[src/hw/pevif_pkg.sv]
package pevif_pkg;

  // Management register offsets, in 5-bit register address space.
  localparam logic [4:0] PEVIF_OFF_CTRL = 5'h11;
  localparam logic [4:0] PEVIF_OFF_PRIMARY = 5'h12;
  localparam logic [4:0] PEVIF_OFF_SECONDARY = 5'h13;

  // Reset values.
  localparam logic [15:0] PEVIF_RST_PRIMARY = 16'h0000;
  localparam logic [15:0] PEVIF_RST_SECONDARY = 16'h0000;
  localparam logic [3:0] PEVIF_RST_CTRL = 4'h8;

  // Layout of an event register: flags in the upper byte, enables in the lower.
  localparam int PEVIF_FLAG_LSB = 8;
  localparam int PEVIF_FLAG_W = 8;
  localparam int PEVIF_EN_LSB = 0;

  // Control register bit positions.
  localparam int PEVIF_CTRL_POL = 3;
  localparam int PEVIF_CTRL_TEST = 2;
  localparam int PEVIF_CTRL_GEN = 1;
  localparam int PEVIF_CTRL_OE = 0;
  localparam int PEVIF_CTRL_W = 4;

  // Event pulses from the transceiver's sources, one cycle each.
  typedef struct packed {
    logic link_quality;
    logic energy_detect;
    logic link_status;
    logic speed;
    logic duplex;
    logic autoneg_done;
    logic false_carrier_half;
    logic rx_error_half;
    logic eee_error;
    logic autoneg_error;
    logic page_received;
    logic loopback_fifo_err;
    logic crossover;
    logic sleep;
    logic polarity_inverted;
    logic wol_packet;
    logic jabber;
  } pevif_evt_t;

  // One management register access.
  typedef struct packed {
    logic rd;
    logic wr;
    logic [4:0] addr;
    logic [15:0] wdata;
  } pevif_req_t;

endpackage

[src/hw/pevif_top.sv]
`timescale 1ns/1ps
`default_nettype none
// Overview of operation
// Bit 15 of primary flags latches on link quality change while link up.
// Bit 14 of primary flags latches on energy detection change.
// Bit 13 of primary flags latches on link status change.
// Bit 12 of primary flags latches on resolved speed change.
// Bit 11 of primary flags latches on duplex change.
// Bit 10 of primary flags latches on auto-negotiation completion.
// Bit 9 of primary flags latches when false-carrier counter passes half-full.
// Bit 8 of primary flags latches when receive-error counter passes half-full.
// Primary bits 7..0 are read/write enables for flags eight positions higher.
// Bit 15 of secondary flags latches on an energy-efficient-ethernet error.
// Bit 14 of secondary flags latches on auto-negotiation error.
// Bit 13 of secondary flags latches when a negotiation page arrives.
// Bit 12 of secondary flags latches on loopback FIFO overflow or underflow.
// Bit 11 of secondary flags latches on crossover state change.
// Bit 10 of secondary flags latches on a sleep-mode event.
// Bit 9 of secondary flags latches on inverted polarity or wake packet.
// Bit 8 of secondary flags latches on jabber detection.
// Secondary bits 7..0 are read/write enables, reset to zero.
// Global enable gates every event-based interrupt.
// Polarity bit, reset one, selects idle-high/active-low or the reverse.
// Test bit forces an interrupt for as long as it stays set.
// Output-enable bit makes the shared pin an interrupt output, else power-down input.
// Flags clear when their register is read; enables untouched by reads.
// Interrupt asserts while global enable and some flag with its enable set.
module pevif_top (
  // Clock, reset and clock enable.
  input wire logic CLK_SYS,
  input wire logic RST,
  input wire logic CE,
  // Management register access.
  input wire pevif_pkg::pevif_req_t REQ,
  output logic [15:0] RDATA,
  output logic RVALID,
  // Event pulses from the transceiver.
  input wire pevif_pkg::pevif_evt_t EVT,
  // Shared interrupt or power-down pin.
  input wire logic IRQ_OR_POWERDOWN_PIN_I,
  output logic IRQ_OR_POWERDOWN_PIN_O,
  output logic IRQ_OR_POWERDOWN_PIN_OE_N,
  output logic POWERDOWN_LEVEL,
  output logic IRQ_ACTIVE
);
  import pevif_pkg::*;

  function automatic logic hit(input pevif_req_t r, input logic [4:0] off);
    hit = r.addr == off;
  endfunction

  function automatic logic [PEVIF_FLAG_W-1:0] primary_events(input pevif_evt_t e);
    primary_events = {e.link_quality, e.energy_detect, e.link_status, e.speed,
                      e.duplex, e.autoneg_done, e.false_carrier_half, e.rx_error_half};
  endfunction

  function automatic logic [PEVIF_FLAG_W-1:0] secondary_events(input pevif_evt_t e);
    secondary_events = {e.eee_error, e.autoneg_error, e.page_received,
                        e.loopback_fifo_err, e.crossover, e.sleep,
                        e.polarity_inverted | e.wol_packet, e.jabber};
  endfunction

  logic [PEVIF_FLAG_W-1:0] flags1_q;
  logic [PEVIF_FLAG_W-1:0] flags1_d;
  logic [PEVIF_FLAG_W-1:0] flags2_q;
  logic [PEVIF_FLAG_W-1:0] flags2_d;
  logic [PEVIF_FLAG_W-1:0] en1_q;
  logic [PEVIF_FLAG_W-1:0] en2_q;
  logic [PEVIF_FLAG_W-1:0] ev1;
  logic [PEVIF_FLAG_W-1:0] ev2;
  logic [PEVIF_CTRL_W-1:0] ctrl_q;
  logic clr1;
  logic clr2;
  logic wr1;
  logic wr2;
  logic wrc;
  logic irq_active;
  logic irq_pin_q;
  logic pd_level_q;
  logic [15:0] rdata_q;
  logic rvalid_q;

  assign ev1 = primary_events(EVT);
  assign ev2 = secondary_events(EVT);

  assign clr1 = CE && REQ.rd && hit(REQ, PEVIF_OFF_PRIMARY);
  assign clr2 = CE && REQ.rd && hit(REQ, PEVIF_OFF_SECONDARY);
  assign wr1 = CE && REQ.wr && hit(REQ, PEVIF_OFF_PRIMARY);
  assign wr2 = CE && REQ.wr && hit(REQ, PEVIF_OFF_SECONDARY);
  assign wrc = CE && REQ.wr && hit(REQ, PEVIF_OFF_CTRL);

  // A read clears the flags it returns, but an event landing in that same
  // cycle is kept so that it is reported by the next read.
  always_comb begin
    flags1_d = flags1_q & ~{PEVIF_FLAG_W{clr1}};
    flags1_d = flags1_d | ev1;
    flags2_d = flags2_q & ~{PEVIF_FLAG_W{clr2}};
    flags2_d = flags2_d | ev2;
  end

  always_ff @(posedge CLK_SYS or posedge RST) begin
    if (RST) begin
      flags1_q <= PEVIF_RST_PRIMARY[PEVIF_FLAG_LSB +: PEVIF_FLAG_W];
      flags2_q <= PEVIF_RST_SECONDARY[PEVIF_FLAG_LSB +: PEVIF_FLAG_W];
    end else if (CE) begin
      flags1_q <= flags1_d;
      flags2_q <= flags2_d;
    end
  end

  // Enables change only by writes; reads leave them alone.
  always_ff @(posedge CLK_SYS or posedge RST) begin
    if (RST) begin
      en1_q <= PEVIF_RST_PRIMARY[PEVIF_EN_LSB +: PEVIF_FLAG_W];
      en2_q <= PEVIF_RST_SECONDARY[PEVIF_EN_LSB +: PEVIF_FLAG_W];
    end else begin
      if (wr1) begin
        en1_q <= REQ.wdata[PEVIF_EN_LSB +: PEVIF_FLAG_W];
      end
      if (wr2) begin
        en2_q <= REQ.wdata[PEVIF_EN_LSB +: PEVIF_FLAG_W];
      end
    end
  end

  always_ff @(posedge CLK_SYS or posedge RST) begin
    if (RST) begin
      ctrl_q <= PEVIF_RST_CTRL;
    end else if (wrc) begin
      ctrl_q <= REQ.wdata[PEVIF_CTRL_W-1:0];
    end
  end

  // Read data is captured on the read cycle, before the clear lands.
  always_ff @(posedge CLK_SYS or posedge RST) begin
    if (RST) begin
      rdata_q <= 16'h0000;
      rvalid_q <= 1'b0;
    end else if (CE) begin
      rvalid_q <= REQ.rd;
      if (REQ.rd) begin
        if (hit(REQ, PEVIF_OFF_PRIMARY)) begin
          rdata_q <= {flags1_q, en1_q};
        end else if (hit(REQ, PEVIF_OFF_SECONDARY)) begin
          rdata_q <= {flags2_q, en2_q};
        end else if (hit(REQ, PEVIF_OFF_CTRL)) begin
          rdata_q <= {12'h000, ctrl_q};
        end else begin
          rdata_q <= 16'h0000;
        end
      end
    end
  end

  assign irq_active = ctrl_q[PEVIF_CTRL_TEST] ||
                      (ctrl_q[PEVIF_CTRL_GEN] &&
                       (|(flags1_q & en1_q) || |(flags2_q & en2_q)));

  // The pin level is registered so that it never glitches while flags and
  // enables change together.
  always_ff @(posedge CLK_SYS or posedge RST) begin
    if (RST) begin
      irq_pin_q <= PEVIF_RST_CTRL[PEVIF_CTRL_POL];
      pd_level_q <= 1'b0;
    end else if (CE) begin
      irq_pin_q <= ctrl_q[PEVIF_CTRL_POL] ? ~irq_active : irq_active;
      pd_level_q <= ctrl_q[PEVIF_CTRL_OE] ? 1'b0 : IRQ_OR_POWERDOWN_PIN_I;
    end
  end

  assign IRQ_OR_POWERDOWN_PIN_O = irq_pin_q;
  assign IRQ_OR_POWERDOWN_PIN_OE_N = ~ctrl_q[PEVIF_CTRL_OE];
  assign POWERDOWN_LEVEL = pd_level_q;
  assign IRQ_ACTIVE = irq_active;
  assign RDATA = rdata_q;
  assign RVALID = rvalid_q;
endmodule
`default_nettype wire

[config.mk]
export PLATFORM = sky130hd
export DESIGN_NAME = pevif_top
export DESIGN_NICKNAME = d
export VERILOG_FILES = /design/src/hw/pevif_pkg.sv /design/src/hw/pevif_top.sv
export SDC_FILE = /design/constraint.sdc
export NUM_CORES = 1
export LEC_CHECK = 0
export BUFFER_PORTS_ARGS = -buffer_cell sky130_fd_sc_hd__buf_4
export CORE_MARGIN = 2
export CORE_UTILIZATION = 30
export DETAILED_ROUTE_END_ITERATION = 8
export PLACE_DENSITY = 0.53
export SYNTH_ARGS = -nofsm -noshare
export SYNTH_HDL_FRONTEND = slang
export SYNTH_SLANG_ARGS = --single-unit
[constraint.sdc]
create_clock -name CLK_SYS -period 1.9 [get_ports CLK_SYS]
set_input_delay 0.095 -clock CLK_SYS [delete_from_list [all_inputs] [get_ports CLK_SYS]]
set_output_delay 0.095 -clock CLK_SYS [all_outputs]
set_load 0.01 [all_outputs]
==> results.md <==
* Final WL at 5970 um
* Post-Synth Adder-Cell Area at 0%
* Worst endpoint data arrival time at 1.74 ns
* Crit-path leading delay family: simple AND/OR/NAND/NOR gates
* Flop pwr share at 53.9%
* Port Buffer Count at 56
* Root buffer cell: clkbuf_8
* Via count at approximately 1.8k
* End of the critical path: IRQ_ACTIVE
* Crit path from: en2_q[4]$_DFFE_PP0P_
* Max Cap Viol at 0
* Sw Share at ~25%
* Fmax at about 540 MHz
* CP dominant cell by count: nand2b_4
* Final period util at about 97%
* FP Rows at 32
* Crit path largest cell delay at 0.41 ns
* Xor/xnor share of the synthesized area at 0%
* Clk_lat worst skew at 0.31 ns
* Setup-violating endpoint count in the final report at 0
* Fin nets at 312
* GRT overflow at 0
* Power share of the combinational group at roughly 16%
* CTS tree: done
* Die Span Y at 93.8 um
* Clock Sinks at 55
* Chip Width at approximately 94 um
* Syn Area/Cell at 11.5 sq um
* Synthesized instance count at 210
* Synth Area in Simple Gates at 9.82%
* Non-filler cells, final at 370
* N_diodes at 0
* Vias in the first global route at 1770
* First drt pass iteration count at 4
* Initial antenna violation count at 0
* Final hold vios at 0
* Fin Clk Skew at 0.00464 ns
* Final Power at between 2 and 3 mW
* DRC at 0
* Num ports at 65
* Peak supply drop at around 290 uV
* Levels on crit path at 6
* Worst path cell trace: a22o_1 -> a221oi_2 -> and4_4 -> nand2b_4 -> nand2b_4 -> buf_6
* Final core utilization at between 40% and 50%
* Outcome: finished clean
* Via/cell ratio at 4.82
* GPL Wtd Cong at around 0.74
* H-tree Lvls at 2
* Post-Place Cells at 358
* Leak at 1.49 nW
* WP data required at roughly 1.8 ns
* Tightest Pin Transition at 0.586 ns
* Final setup TNS at 0 ns
* Min cycle time layout at 1.84 ns
* Clk slew on worst S/H paths at 0.09 ns
* Reg2reg end: IRQ_OR_POWERDOWN_PIN_O$_DFFE_PP1P_
* DP Wirelength at 4480 um
* Share of layout cells above drive strength 1 at 36.9%
* Mux cell area share after synthesis at 11.9%
* Cells on worst reg2reg path at 6
* Inserted Clock Buffers at 5
* Slew Limit Fails at 0
* Pre-CTS worst setup slack at just under 0.3 ns
* Endpoint class of the critical path: output pin
* Clock power frac at between 30% and 40%
* Largest family of logic cells by synthesized area: compound AO/OA/AOI/OAI gates
* Rel. slew slack at just over 60%
* CTS Buffer Depth at 2
* First-pass GRT wire length at 9450 um
* R2R setup slack at 0.38 ns
* DRT iter0 DRCs at 94
* Yosys reg bits at 55
* Post-synthesis sequential area ratio at 57.0%
* Crit Path Max Fanout at 3
* HP Class: in -> reg
* Unrepaired setup endpoints after global routing: yes
* Layout area overhead at 29.8%
* Syn Nets at 254
* R2r startpoint: en2_q[4]$_DFFE_PP0P_
* Area of the die at 8810 sq um
* Core Region at 7770 sq um
* Crit path kind: reg -> out
* Mapped cell area at 2420 sq um
* Yosys cell types at 27
* Pint at 1.88 mW
* Power per cell area at 801 nW/um^2
* CP max-delay cell: dfrtp_1
* Wirelength per Cell at approximately 16 um
* Critical path launch point type: register
* Largest net degree at the start of global routing at 34
* Final worst setup slack at 0.0635 ns
* P_sw at 0.640 mW
* Warnings, synthesis at 0
* Antenna-violating nets left at 0
* Initial Util at 31.2%
* Compound-gate portion of the synthesized area at between 10% and 20%
* WP buf/inv at 1
* GRT Total Usage at 14.3%
==> repair_timing <==
| item | in CTS | in global routing |
|---|---|---|
| pin swaps | 1 | 3 |
| setup endpoints to repair | 1 | 1 |
| gates cloned | 0 | 0 |
| resized for setup | 1 | 7 |
| hold endpoints to repair | 23 | 1 |
| hold buffers | 1 | 1 |
| buffers inserted | 0 | 3 |
==> synthesized netlist by cell type, drive strengths merged <==
cell type / instances / area share, %
inv: 9 / 1.4
nor3: 7 / 2.3
or3: 2 / 0.52
o22ai: 1 / 0.26
and4: 1 / 0.36
o31ai: 16 / 5.0
nand2: 30 / 4.8
nand2b: 2 / 0.52
a21oi: 9 / 1.9
clkbuf: 7 / 1.1
o21ai: 8 / 1.7
a22o: 19 / 6.9
nor2: 2 / 0.31
nor2b: 2 / 0.52
dfrtp: 53 / 55
buf: 7 / 1.4
mux2i: 12 / 5.0
a21o: 1 / 0.31
nor3b: 1 / 0.52
a221oi: 4 / 1.4
dfstp: 2 / 2.2
mux2: 15 / 7.0
==> worst min-delay path by stage <==
stage,end,slack [ns],depth (start not counted),startpoint
after floorplan,ctrl_q[0]$_DFFE_PP0P_,0.21,2,REQ[0]
after global placement,RDATA[13]$_DFFE_PP0N_,0.20,2,RST
after detailed placement,RDATA[12]$_DFFE_PP0N_,0.20,2,RST
after CTS,flags2_q[0]$_DFFE_PP0P_,0.01,2,EVT[0]
after global routing,flags1_q[2]$_DFFE_PP0P_,0.003,2,EVT[11]
final,flags2_q[0]$_DFFE_PP0P_,0.01,2,EVT[0]
==> sequential cells by signal (all words and copies together), names as in the netlist <==
register                count
IRQ_OR_POWERDOWN_PIN_O      1
POWERDOWN_LEVEL             1
RDATA                      16
RVALID                      1
ctrl_q                      4
en1_q                       8
en2_q                       8
flags1_q                    8
flags2_q                    8
==> cell usage in the layout (no fill, tap or decap) <==
| master | count |
|---|---|
| buf_4 | 61 |
| dfrtp_1 | 53 |
| nand2_1 | 29 |
| a22o_1 | 19 |
| o31ai_1 | 16 |
| mux2_2 | 15 |
| mux2i_1 | 12 |
| a21oi_1 | 9 |
| inv_1 | 8 |
| o21ai_0 | 8 |
| clkbuf_8 | 5 |
| nor3_1 | 4 |
| a221oi_2 | 4 |
| dfstp_2 | 2 |
| or3_1 | 2 |
| nor2_1 | 2 |
| nand2b_4 | 2 |
| nor3_2 | 2 |
| nor2b_1 | 2 |
| dlygate4sd3_1 | 2 |
| nor3b_2 | 1 |
| nand2_2 | 1 |
| and4_4 | 1 |
| inv_2 | 1 |
| o22ai_1 | 1 |
| a21o_1 | 1 |
| nor3_4 | 1 |
| clkbuf_1 | 1 |
| bufinv_16 | 1 |
| buf_6 | 1 |
| buf_12 | 1 |
==> power by group through the flow <==
stage | registers (mW) | clock network, mW | logic (mW)
after global placement | 1.37 | 0 | 0.374
after detailed placement | 1.38 | 0 | 0.377
after floorplan | 1.36 | 0 | 0.202
after CTS | 1.35 | 0.766 | 0.382
after global routing | 1.37 | 0.826 | 0.445
final | 1.36 | 0.755 | 0.405
==> layout make-up <==
cell class / instances / area (sq um)
fill: 788 / 4630
sequential: 55 / 1380
multi-input combinational: 132 / 990
timing repair buffer: 65 / 509
tap: 102 / 128
clock buffer: 6 / 72.6
inverter: 9 / 33.8
clock inverter: 1 / 30.0
==> cells by family (layout without fill, tap and decap cells) <==
group                  Yosys count  count (layout)
AOI/OAI and AO/OA               58              58
buffers and inverters           23              81
DFF                             55              55
muxes                           27              27
and+or+nand+nor                 47              47
==> layer usage <==
| metal | GRT usage (%) | wire [um] | part of all wire, % |
|---|---|---|---|
| met5 | 0 | 0 | 0 |
| met4 | 3.99 | 76 | 1.3 |
| met3 | 3.05 | 245 | 4.1 |
| met2 | 21.3 | 2690 | 45 |
| met1 | 21.0 | 2960 | 50 |
==> stage by stage <==
| step | hold WS (ns) | cell area, sq um |
|---|---|---|
| CTS | 0.0106 | 3070 |
| global placement | 0.202 | 2950 |
| floorplan | 0.212 | 2420 |
| detailed placement | 0.201 | 2950 |
| finish | 0.0121 | 3140 |
| global route | 0.00317 | 3140 |
Note: power is estimated with default switching activity, not from simulation.
